--- config.mk ---
export PLATFORM = sky130hd
export DESIGN_NAME = frh_frame_handler
export DESIGN_NICKNAME = d
export VERILOG_FILES = /design/src/inc/frh_pkg.sv /design/src/hdl/frh_call_filter.sv /design/src/hdl/frh_frame_handler.sv /design/src/hdl/frh_sync_hunter.sv
export SDC_FILE = /design/constraint.sdc
export NUM_CORES = 1
export LEC_CHECK = 0
export ABC_AREA = 1
export BUFFER_PORTS_ARGS = -buffer_cell sky130_fd_sc_hd__buf_2
export CORE_MARGIN = 4
export CORE_UTILIZATION = 40
export CTS_BUF_LIST = sky130_fd_sc_hd__clkbuf_2 sky130_fd_sc_hd__clkbuf_4 sky130_fd_sc_hd__clkbuf_8
export DETAILED_ROUTE_END_ITERATION = 10
export PLACE_DENSITY_LB_ADDON = 0.05
export SLEW_MARGIN = 15
export SYNTH_ARGS = -nofsm -noshare
export SYNTH_HDL_FRONTEND = slang
export SYNTH_HIERARCHICAL = 1
export SYNTH_SLANG_ARGS = --single-unit
--- constraint.sdc ---
create_clock -name clk_i -period 15.1 [get_ports clk_i]
set_input_delay 1.51 -clock clk_i [delete_from_list [all_inputs] [get_ports clk_i]]
set_output_delay 1.51 -clock clk_i [all_outputs]
set_load 0.01 [all_outputs]
--- src/inc/frh_pkg.sv ---
package frh_pkg;
	// Register indices; byte address is four times the index
	localparam logic [9:0]  IDX_MODEM_CFG   = 10'h0A1;
	localparam logic [9:0]  IDX_RX_WORD0    = 10'h0B8;
	localparam logic [9:0]  IDX_RX_WORD1    = 10'h0B9;
	localparam logic [9:0]  IDX_RX_WORD2    = 10'h0BA;
	localparam logic [9:0]  IDX_RX_WORD3    = 10'h0BB;
	localparam logic [9:0]  IDX_MODE_CTRL   = 10'h0C1;
	localparam logic [9:0]  IDX_AUX         = 10'h0C2;
	localparam logic [9:0]  IDX_OWN_ID_LO   = 10'h0D0;
	localparam logic [9:0]  IDX_OWN_ID_HI   = 10'h0D1;
	localparam logic [9:0]  IDX_CORRUPT_THR = 10'h0D2;
	localparam logic [9:0]  IDX_STATUS      = 10'h0D3;

	localparam logic [15:0] MODE_RX         = 16'h0011;
	localparam logic [15:0] MODE_RESET      = 16'h0000;
	localparam logic [15:0] CFG_RESET       = 16'h0000;
	localparam logic [15:0] AUX_RESET       = 16'h0000;
	localparam logic [15:0] OWN_ID_RESET    = 16'h0000;
	localparam logic [15:0] THR_RESET       = 16'h0003;

	localparam int unsigned CFG_VOC_EN_BIT  = 0;
	localparam int unsigned CFG_HARD_BIT    = 1;
	localparam int unsigned CFG_ADDR_BIT    = 9;
	localparam int unsigned CFG_CC_BIT      = 10;
	localparam int unsigned CFG_BEACON_BIT  = 12;
	localparam int unsigned STAT_OVERRUN    = 0;
	localparam int unsigned STAT_UNREAD     = 1;
	localparam int unsigned STAT_CALL       = 2;
	localparam int unsigned STAT_VOC        = 3;

	localparam logic [2:0]  BT_MESSAGE      = 3'h0;
	localparam logic [2:0]  BT_BROADCAST    = 3'h1;
	localparam logic [2:0]  BT_APPENDED     = 3'h2;
	localparam logic [2:0]  BT_CCH          = 3'h3;
	localparam logic [2:0]  BT_END          = 3'h4;
	localparam logic [2:0]  BT_PAYLOAD      = 3'h5;
	localparam logic [3:0]  WORD_COUNT      = 4'h3;

	localparam logic [1:0]  LATE_ENTRY_FRAMES = 2'h2;
	localparam logic [1:0]  SF_LAST_FRAME     = 2'h3;
	localparam logic [1:0]  CCH_LAST          = 2'h3;
	localparam logic [3:0]  LLR_PER_BLOCK     = 4'hC;

	typedef enum logic [2:0] {S_IDLE, S_HUNT, S_MSG, S_CCH, S_CALL} frh_state_type;

	typedef struct packed {
		logic [2:0]  kind;
		logic        crc_ok;
		logic        copy;
		logic [3:0]  colour;
		logic        all_call;
		logic        voice;
		logic [23:0] target;
		logic [47:0] data;
	} frh_block_type;
endpackage

--- src/hdl/frh_call_filter.sv ---
`timescale 1ns/100ps
module frh_call_filter
	import frh_pkg::*;
(
	input  wire logic          cc_check_i,
	input  wire logic          addr_check_i,
	input  wire logic          beacon_i,
	input  wire logic [3:0]    cc_index_i,
	input  wire logic [23:0]   own_id_i,
	input  frh_block_type      blk_i,
	output wire logic          cc_ok_o,
	output wire logic          accept_o
);
	wire id_ok;

	assign cc_ok_o = (blk_i.colour == cc_index_i);
	// Broadcast, all-call and beacon traffic bypass the identity compare
	assign id_ok = (blk_i.kind == BT_BROADCAST) | blk_i.all_call | beacon_i
		| (blk_i.target == own_id_i);
	// Colour and address checks are ANDed; with cc_check_i set a colour mismatch rejects whatever the address says
	assign accept_o = (~cc_check_i | cc_ok_o) & (~addr_check_i | id_ok);
endmodule

--- src/hdl/frh_frame_handler.sv ---
// Local design decision: register access over APB.
`timescale 1ns/100ps
module frh_frame_handler
	import frh_pkg::*;
(
	input  wire logic          clk_i,
	input  wire logic          rst_i,
	input  wire logic          psel_i,
	input  wire logic          penable_i,
	input  wire logic          pwrite_i,
	input  wire logic [11:0]   paddr_i,
	input  wire logic [31:0]   pwdata_i,
	output logic      [31:0]   prdata_o,
	output logic               pready_o,
	output logic               pslverr_o,
	input  wire logic          frame_tick_i,
	input  wire logic          frame_sync_ok_i,
	input  wire logic          burst_start_sync_i,
	input  wire logic          mid_call_sync_i,
	input  wire logic          blk_valid_i,
	input  frh_block_type      blk_i,
	output logic               demod_en_o,
	output logic               sync_found_irq_o,
	output logic               call_accepted_irq_o,
	output logic               event_irq_o,
	output logic               block_ready_irq_o,
	output logic               voc_en_o,
	output logic               voc_llr_valid_o,
	output logic      [3:0]    voc_llr_o
);
	function automatic logic [11:0] hard_pack(input logic [47:0] d);
		logic [11:0] h;
		h = 12'h000;
		for (int i = 0; i < 12; i++) begin
			h[i] = d[4 * i + 3];
		end
		return h;
	endfunction

	logic [15:0]        cfg_q;
	logic [15:0]        mode_q;
	logic [15:0]        aux_q;
	logic [15:0]        own_lo_q;
	logic [15:0]        own_hi_q;
	logic [15:0]        thr_q;
	logic [3:0][15:0]   rxw_q;
	logic               unread_q;
	logic               overrun_q;
	frh_state_type      state_q;
	frh_state_type      state_d;
	logic [1:0]         cch_idx_q;
	logic [35:0]        collect_q;
	logic [1:0]         sf_cnt_q;
	logic               sf_ok_q;
	logic [15:0]        corrupt_q;
	logic               voc_active_q;
	logic [47:0]        voc_sh_q;
	logic [3:0]         voc_cnt_q;
	logic [15:0]        rd_data;
	logic               rd_hit;
	logic               fwd;
	logic               fwd_rep;
	logic               acc_ev;
	logic               sync_ev;
	logic               collect_en;
	logic               voc_load;
	frh_block_type      rep_blk;
	frh_block_type      filt_blk;
	frh_block_type      fwd_blk;
	logic [3:0][15:0]   fwd_words;

	// APB decode
	wire       setup   = psel_i & ~penable_i;
	wire       access  = psel_i & penable_i & pready_o;
	wire [9:0] idx     = paddr_i[11:2];
	wire       aligned = (paddr_i[1:0] == 2'h0);
	wire       wr_en   = access & pwrite_i & aligned;
	wire       rd_w0   = access & ~pwrite_i & aligned & (idx == IDX_RX_WORD0);
	wire       wr_stat = wr_en & (idx == IDX_STATUS);

	always_comb begin
		rd_hit  = 1'b1;
		rd_data = 16'h0000;
		if (!aligned) begin
			rd_hit = 1'b0;
		end else if (idx == IDX_MODEM_CFG) begin
			rd_data = cfg_q;
		end else if (idx == IDX_RX_WORD0) begin
			rd_data = rxw_q[0];
		end else if (idx == IDX_RX_WORD1) begin
			rd_data = rxw_q[1];
		end else if (idx == IDX_RX_WORD2) begin
			rd_data = rxw_q[2];
		end else if (idx == IDX_RX_WORD3) begin
			rd_data = rxw_q[3];
		end else if (idx == IDX_MODE_CTRL) begin
			rd_data = mode_q;
		end else if (idx == IDX_AUX) begin
			rd_data = aux_q;
		end else if (idx == IDX_OWN_ID_LO) begin
			rd_data = own_lo_q;
		end else if (idx == IDX_OWN_ID_HI) begin
			rd_data = own_hi_q;
		end else if (idx == IDX_CORRUPT_THR) begin
			rd_data = thr_q;
		end else if (idx == IDX_STATUS) begin
			rd_data = {9'h000, 3'(state_q), voc_active_q, (state_q == S_CALL), unread_q,
				overrun_q};
		end else begin
			rd_hit = 1'b0;
		end
	end

	// No wait state: data is sampled in setup and presented with pready
	always_ff @(posedge clk_i or posedge rst_i) begin
		if (rst_i) begin
			pready_o  <= 1'b0;
			pslverr_o <= 1'b0;
			prdata_o  <= 32'h00000000;
		end else begin
			pready_o  <= setup;
			pslverr_o <= setup & ~rd_hit;
			if (setup) begin
				prdata_o <= {16'h0000, rd_data};
			end
		end
	end

	always_ff @(posedge clk_i or posedge rst_i) begin
		if (rst_i) begin
			cfg_q    <= CFG_RESET;
			mode_q   <= MODE_RESET;
			aux_q    <= AUX_RESET;
			own_lo_q <= OWN_ID_RESET;
			own_hi_q <= OWN_ID_RESET;
			thr_q    <= THR_RESET;
		end else if (wr_en) begin
			if (idx == IDX_MODEM_CFG) begin
				cfg_q <= pwdata_i[15:0];
			end else if (idx == IDX_MODE_CTRL) begin
				mode_q <= pwdata_i[15:0];
			end else if (idx == IDX_AUX) begin
				aux_q <= pwdata_i[15:0];
			end else if (idx == IDX_OWN_ID_LO) begin
				own_lo_q <= pwdata_i[15:0];
			end else if (idx == IDX_OWN_ID_HI) begin
				own_hi_q <= pwdata_i[15:0];
			end else if (idx == IDX_CORRUPT_THR) begin
				thr_q <= pwdata_i[15:0];
			end
		end
	end

	// Control
	wire rx_mode      = (mode_q == MODE_RX);
	wire beacon       = cfg_q[CFG_BEACON_BIT];
	wire addr_chk     = cfg_q[CFG_ADDR_BIT];
	wire cc_chk       = cfg_q[CFG_CC_BIT];
	wire addr_collect = addr_chk & ~beacon;
	wire blk_go       = blk_valid_i & rx_mode;
	wire is_msg       = (blk_i.kind == BT_MESSAGE) | (blk_i.kind == BT_BROADCAST);
	wire is_cch       = (blk_i.kind == BT_CCH);
	wire is_payload   = (blk_i.kind == BT_PAYLOAD);
	wire is_end       = (blk_i.kind == BT_END);
	wire in_call      = (state_q == S_CALL);
	wire burst_found;
	wire mid_found;
	wire cc_ok;
	wire accept;

	frh_sync_hunter u_hunter (
		.clk_i              (clk_i),
		.rst_i              (rst_i),
		.hunt_i             (state_q == S_HUNT),
		.frame_tick_i       (frame_tick_i),
		.burst_start_sync_i (burst_start_sync_i),
		.mid_call_sync_i    (mid_call_sync_i),
		.burst_found_o      (burst_found),
		.mid_found_o        (mid_found)
	);

	// Four control blocks give 12 bits each, rebuilt as a message block
	wire [47:0] rep_data = {collect_q, blk_i.data[11:0]};
	always_comb begin
		rep_blk          = blk_i;
		rep_blk.kind     = BT_MESSAGE;
		rep_blk.data     = rep_data;
		rep_blk.target   = rep_data[47:24];
		rep_blk.all_call = &rep_data[47:24];
		rep_blk.voice    = rep_data[23];
	end
	assign filt_blk = fwd_rep ? rep_blk : blk_i;
	assign fwd_blk  = fwd_rep ? rep_blk : blk_i;

	frh_call_filter u_filter (
		.cc_check_i   (cc_chk),
		.addr_check_i (addr_chk),
		.beacon_i     (beacon),
		.cc_index_i   (aux_q[3:0]),
		.own_id_i     ({own_hi_q[7:0], own_lo_q}),
		.blk_i        (filt_blk),
		.cc_ok_o      (cc_ok),
		.accept_o     (accept)
	);

	// Supervision of an established payload call
	wire blk_chk  = blk_go & in_call & (is_cch | is_payload);
	wire blk_bad  = ~blk_i.crc_ok | (cc_chk & ~cc_ok);
	wire sync_bad = in_call & frame_tick_i & ~frame_sync_ok_i;
	wire evt_err  = (blk_chk & blk_bad) | sync_bad;
	wire sf_ok    = sf_ok_q | (frame_tick_i & frame_sync_ok_i) | (blk_chk & ~blk_bad);
	wire sf_end   = in_call & frame_tick_i & (sf_cnt_q == SF_LAST_FRAME);
	wire [16:0] corrupt_inc = {1'b0, corrupt_q} + 17'h00001;
	wire corrupt_drop = sf_end & ~sf_ok & (corrupt_inc >= {1'b0, thr_q});

	always_comb begin
		state_d    = state_q;
		fwd        = 1'b0;
		fwd_rep    = 1'b0;
		acc_ev     = 1'b0;
		sync_ev    = 1'b0;
		collect_en = 1'b0;
		voc_load   = 1'b0;
		case (state_q)
			S_IDLE: begin
				if (rx_mode) begin
					state_d = S_HUNT;
				end
			end
			S_HUNT: begin
				if (burst_found) begin
					state_d = S_MSG;
					sync_ev = 1'b1;
				end else if (mid_found) begin
					state_d = S_CCH;
					sync_ev = 1'b1;
				end
			end
			S_MSG: begin
				if (blk_go && is_msg) begin
					if (blk_i.crc_ok) begin
						// First valid copy decides; a message twin then arrives in call and is dropped, a broadcast twin is forwarded
						if (accept) begin
							fwd     = 1'b1;
							acc_ev  = 1'b1;
							state_d = S_CALL;
						end else begin
							state_d = S_HUNT;
						end
					end else if (blk_i.copy) begin
						state_d = S_HUNT;
					end
				end
			end
			S_CCH: begin
				if (blk_go && is_cch) begin
					if (!blk_i.crc_ok) begin
						state_d = S_HUNT;
					end else if (addr_collect) begin
						collect_en = 1'b1;
						if (cch_idx_q == CCH_LAST) begin
							fwd_rep = 1'b1;
							if (accept) begin
								fwd     = 1'b1;
								acc_ev  = 1'b1;
								state_d = S_CALL;
							end else begin
								state_d = S_HUNT;
							end
						end
					end else if (accept) begin
						fwd     = 1'b1;
						acc_ev  = 1'b1;
						state_d = S_CALL;
					end else begin
						state_d = S_HUNT;
					end
				end
			end
			S_CALL: begin
				if (corrupt_drop) begin
					state_d = S_HUNT;
				end else if (blk_go) begin
					if (is_end) begin
						fwd     = 1'b1;
						state_d = S_HUNT;
					end else if (is_payload && voc_active_q) begin
						voc_load = 1'b1;
					end else if (blk_i.kind != BT_MESSAGE) begin
						fwd = 1'b1;
					end
				end
			end
			default: begin
				state_d = S_IDLE;
			end
		endcase
		if (!rx_mode) begin
			state_d = S_IDLE;
		end
	end

	// Host words; payload may be reduced to sign bits
	wire hard_pl = (fwd_blk.kind == BT_PAYLOAD) & cfg_q[CFG_HARD_BIT];
	assign fwd_words[0] = {fwd_blk.data[47:40], 1'b0, fwd_blk.kind, WORD_COUNT};
	assign fwd_words[1] = hard_pl ? {4'h0, hard_pack(fwd_blk.data)} : fwd_blk.data[39:24];
	assign fwd_words[2] = hard_pl ? 16'h0000 : fwd_blk.data[23:8];
	assign fwd_words[3] = hard_pl ? 16'h0000 : {fwd_blk.data[7:0], 8'h00};

	always_ff @(posedge clk_i or posedge rst_i) begin
		if (rst_i) begin
			rxw_q     <= '0;
			unread_q  <= 1'b0;
			overrun_q <= 1'b0;
		end else begin
			if (fwd) begin
				rxw_q <= fwd_words;
			end
			// New block wins over a read or clear in the same cycle
			unread_q  <= fwd | (unread_q & ~rd_w0);
			overrun_q <= (fwd & unread_q) | (overrun_q & ~(wr_stat & pwdata_i[STAT_OVERRUN]));
		end
	end

	always_ff @(posedge clk_i or posedge rst_i) begin
		if (rst_i) begin
			state_q   <= S_IDLE;
			cch_idx_q <= 2'h0;
			collect_q <= 36'h000000000;
			sf_cnt_q  <= 2'h0;
			sf_ok_q   <= 1'b0;
			corrupt_q <= 16'h0000;
		end else begin
			state_q <= state_d;
			if (state_q != S_CCH) begin
				cch_idx_q <= 2'h0;
			end else if (collect_en) begin
				cch_idx_q <= cch_idx_q + 2'h1;
				collect_q <= {collect_q[23:0], blk_i.data[11:0]};
			end
			if (!in_call) begin
				sf_cnt_q  <= 2'h0;
				sf_ok_q   <= 1'b0;
				corrupt_q <= 16'h0000;
			end else if (sf_end) begin
				sf_cnt_q  <= 2'h0;
				sf_ok_q   <= 1'b0;
				corrupt_q <= sf_ok ? 16'h0000 : corrupt_inc[15:0];
			end else begin
				sf_cnt_q <= sf_cnt_q + {1'b0, frame_tick_i};
				sf_ok_q  <= sf_ok;
			end
		end
	end

	// Event outputs and vocoder feed
	always_ff @(posedge clk_i or posedge rst_i) begin
		if (rst_i) begin
			demod_en_o          <= 1'b0;
			sync_found_irq_o    <= 1'b0;
			call_accepted_irq_o <= 1'b0;
			event_irq_o         <= 1'b0;
			block_ready_irq_o   <= 1'b0;
			voc_active_q        <= 1'b0;
			voc_en_o            <= 1'b0;
			voc_sh_q            <= 48'h000000000000;
			voc_cnt_q           <= 4'h0;
			voc_llr_valid_o     <= 1'b0;
			voc_llr_o           <= 4'h0;
		end else begin
			demod_en_o          <= (state_d == S_MSG) | (state_d == S_CCH)
				| (state_d == S_CALL);
			sync_found_irq_o    <= sync_ev;
			call_accepted_irq_o <= acc_ev;
			event_irq_o         <= evt_err | corrupt_drop;
			block_ready_irq_o   <= fwd;
			if (state_d != S_CALL) begin
				voc_active_q <= 1'b0;
			end else if (acc_ev) begin
				voc_active_q <= cfg_q[CFG_VOC_EN_BIT] & filt_blk.voice;
			end
			voc_en_o <= (state_d == S_CALL) & (voc_active_q
				| (acc_ev & cfg_q[CFG_VOC_EN_BIT] & filt_blk.voice));
			// Leaving the call cuts the feed; a new payload block restarts it
			if (state_d != S_CALL) begin
				voc_cnt_q <= 4'h0;
			end else if (voc_load) begin
				voc_sh_q  <= blk_i.data;
				voc_cnt_q <= LLR_PER_BLOCK;
			end else if (voc_cnt_q != 4'h0) begin
				voc_sh_q  <= {voc_sh_q[43:0], 4'h0};
				voc_cnt_q <= voc_cnt_q - 4'h1;
			end
			voc_llr_valid_o <= ~voc_load & (voc_cnt_q != 4'h0) & (state_d == S_CALL);
			voc_llr_o       <= voc_sh_q[47:44];
		end
	end
endmodule

--- src/hdl/frh_sync_hunter.sv ---
`timescale 1ns/100ps
module frh_sync_hunter
	import frh_pkg::*;
(
	input  wire logic clk_i,
	input  wire logic rst_i,
	input  wire logic hunt_i,
	input  wire logic frame_tick_i,
	input  wire logic burst_start_sync_i,
	input  wire logic mid_call_sync_i,
	output wire logic burst_found_o,
	output wire logic mid_found_o
);
	logic       armed_q;
	logic [1:0] gap_q;

	assign burst_found_o = hunt_i & burst_start_sync_i;
	// Second mid-call copy must land exactly two frame ticks after the first
	assign mid_found_o = hunt_i & mid_call_sync_i & ~burst_start_sync_i & armed_q
		& (gap_q == LATE_ENTRY_FRAMES);

	always_ff @(posedge clk_i or posedge rst_i) begin
		if (rst_i) begin
			armed_q <= 1'b0;
			gap_q   <= 2'h0;
		end else if (!hunt_i) begin
			armed_q <= 1'b0;
		end else if (mid_call_sync_i) begin
			armed_q <= 1'b1;
			gap_q   <= 2'h0;
		end else if (frame_tick_i && armed_q) begin
			if (gap_q == LATE_ENTRY_FRAMES) begin
				armed_q <= 1'b0;
			end else begin
				gap_q <= gap_q + 2'h1;
			end
		end
	end
endmodule

==> results by stage <==
Timing:
- The slew at the pin closest to its max-slew limit is 1092 ps.
- The final number of max-transition violations came to 0.
- Across all setup checks in the final design, the least slack found is 8460 ps.
- Between clock sinks in the finished design, the worst skew comes to 11.79 ps.
- After layout, the minimum clock period comes to 6640 ps.
- Of the available clock period, the critical path in the final layout requires 0.4397.
- Setup repair after global routing left no endpoint under its margin.
- The setup violation total in the final timing report is 0.
- The final count of hold timing violations was 0.
- Measured against its own limit, the worst slew margin works out to 0.2697.
- For the final routed database, the setup TNS stands at 0 ps.
- Based on the critical path, the design can be clocked at up to 150.6 MHz.

Routing:
- The routed layout has 15250 vias.
- The count of unresolved DRC violations after routing is 0.
- The mean routed wirelength per cell is 20.05 um.
- In this run the remaining antenna-violating nets after routing total 0.
- After the first detailed-routing iteration, the DRC count stood at 1350.
- The wire length after detailed routing is 58.33 mm.
- The per-cell via count in the routed design is 5.243.
- The iteration count of the initial detailed-routing pass is 5.

Clocking:
- Buffers added to address setup during post-CTS repair amount to 0.
- Hold repair after CTS inserted 0 buffers.
- In this run, post-CTS repair resized a total of 0 instances.
- TritonCTS built the clock tree.
- The later pin in the worst-skew pair is clocked with a latency of 630 ps.
- In this run the number of H-tree levels came out at 2.
- The cell sitting at the root of the clock tree is a clkbuf_8.
- The number of clock buffers added by TritonCTS is 53.
- Counting along the longest clock path gives a buffer depth of 3.
- After clock tree synthesis, the clock-pin slew on the worst setup and hold paths is 60 ps.
- The number of clock sinks is 295.

Synthesis:
- In this run the cell area of the synthesized design comes to 16350 um2.
- The mean post-synth cell area is 7.326 um2.
- The post-synthesis cell count is 2232.
- The number of warning messages in the yosys log is 6.

Power:
- The power density over cell area is 91.38 nW/um2.
- Summed over all cells, the static leakage comes to 0.01007 uW.
- VDD sags by at most 0.00005653 V.

Global routing:
- The global-route usage over all layers is 0.2594.
- The total overflow left after global routing is 0.
- The first global-routing pass estimated 89.00 mm of wire.
- The initial antenna violation count is 0.
- The pin count of the biggest net entering global routing is 111.
- The number of global-route vias before repair is 14670.

Place:
- At the placement stage, the worst setup path has a slack of 7908 ps.
- The placed instances occupy a cell area of 17330 um2.
- The count of input and output buffers is 149.
- The final RePlAce weighted congestion is 0.9064.
- Once detailed placement completed, the half-perimeter wirelength came to 41.99 mm.

Setup path:
- The arrival time reported for the critical path endpoint is 7210 ps.
- The worst flop-to-flop path endpoint is rxw_q[38].
- The launching point of the worst reg2reg path is mode_q[8].
- The slack of the worst reg-to-reg path is 8680 ps.
- Of all nets on the critical path, the largest fanout is 55.
- STA classifies the critical path endpoint as a register.
- The cell count of the worst reg-to-reg path is 28.
- The critical path startpoint category is a primary input.
- At the worst endpoint, the required time is 15670 ps.
- The category of the critical setup timing path is in -> reg.

Run status:
- The run finished with clean final reports.

Floorplanning:
- The number of standard-cell rows in the floorplan is 73.
- The number of placed I/O pins is 182.
- In this run the vertical extent of the chip is 210.2 um.
- The die width is 210.2 um.
- The area inside the core boundary is 40100 um2.
- The area enclosed by the die boundary is 44180 um2.
- The initial cell density of the core is 0.4078.

Min path:
- In this run the most critical hold path is launched from voc_sh_q[47].
- The tightest min-delay check is of the reg -> reg type.
- The hold-critical path endpoint is voc_llr_o[3].
- The cell count of the worst hold path is 0.

Final layout:
- The number of fill cells in the layout is 4162.
- The number of antenna repair diodes is 0.
- The fraction of final layout cells sized beyond drive strength 1 is 0.1342.
- The area of combinational cells with multiple inputs is 7481 um2.
- The register with the most flip-flops in the layout has 52 of them.
- The most common library cell in the layout ignoring fill and taps is nand2_1.
- In the final layout, the registers with the most flip-flops are rxw_q: 52 flops, voc_sh_q: 48 flops, collect_q: 36 flops.
- The register ranked first by flip-flop count is rxw_q.
- Relative to the synthesized area, the layout overhead comes to 13.00%.
- The total number of nets in the final design is 2504.
- The sequential cells in the finished layout cover a total of 7385 um2.
- The final instance area is 18480 um2.
- Leaving out fill and tap cells, the most frequent cells in the layout are 820 x nand2_1, 293 x dfrtp_1, 239 x inv_1.

Run:
- Max-cap violations in this run came to 0.
[final cells by class]
cell class                      instances  area share
Timing Repair Buffer                  165     0.04686
Sequential cell                       295      0.3997
Clock inverter                          6    0.001761
Tap cell                              525     0.03555
Inverter                              248     0.05079
Multi-Input combinational cell       1582      0.4049
Clock buffer                           88     0.06047
[power breakdown]
group | switching (uW) | internal (uW)
clock network | 352 | 463
registers | 0.223 | 791
logic | 59.6 | 22.6
total | 411 | 1280
[critical path, stage by stage]
cell and delay [ps]:
buf_2 180, nor2_1 70, inv_1 100, nor2_2 90
nand3_4 340, clkinv_1 900, nand2_1 590, nand2_1 120
nor2_1 100, nor2_1 50, nor2_1 80, nand2_1 50
nor2_1 140, nand3_1 310, a21oi_1 270, nand2_1 90
inv_1 80, o21ai_0 80, inv_1 80, nand3_1 90
nand2_1 160, inv_2 400, nand2_2 340, buf_4 520
nand2_1 220, nand2_1 100
[through the flow]
| stage | utilization | hold WS [ps] | std cells | total power [uW] |
|---|---|---|---|---|
| after global routing | 0.4608 | 393.6 | 2909 | 1752 |
| final | 0.4608 | 376.7 | 2909 | 1688 |
| after CTS | 0.4608 | 377.2 | 2909 | 1709 |
| after detailed placement | 0.4321 | 362.1 | 2815 | 888.8 |
| after floorplan | - | 354.0 | 2247 | 848.5 |
| after global placement | 0.4321 | 361.1 | 2815 | 888.4 |
[worst max-delay path by stage]
| stage | from | to | slack (ps) | depth (start not counted) |
|---|---|---|---|---|
| after floorplan | rst_i | aux_q[0] | 5530 | 1 |
| after global placement | blk_i[82] | rxw_q[38] | 7910 | 26 |
| after detailed placement | blk_i[82] | rxw_q[38] | 7910 | 26 |
| after CTS | blk_i[82] | rxw_q[38] | 8570 | 26 |
| after global routing | blk_i[82] | voc_sh_q[14] | 8000 | 28 |
| final | blk_i[82] | rxw_q[38] | 8460 | 26 |
[metal layers]
metal / vias to the layer above / global-route usage / part of all wire
met1: 7301 / 0.3796 / 0.47
met3: 104 / 0.03959 / 0.059
met4: 0 / 0.08483 / 0.032
met2: 491 / 0.3966 / 0.44
met5: - / 0 / 0
li1: 7357 / - / -
No activity file was read; power rests on OpenSTA's default activity.
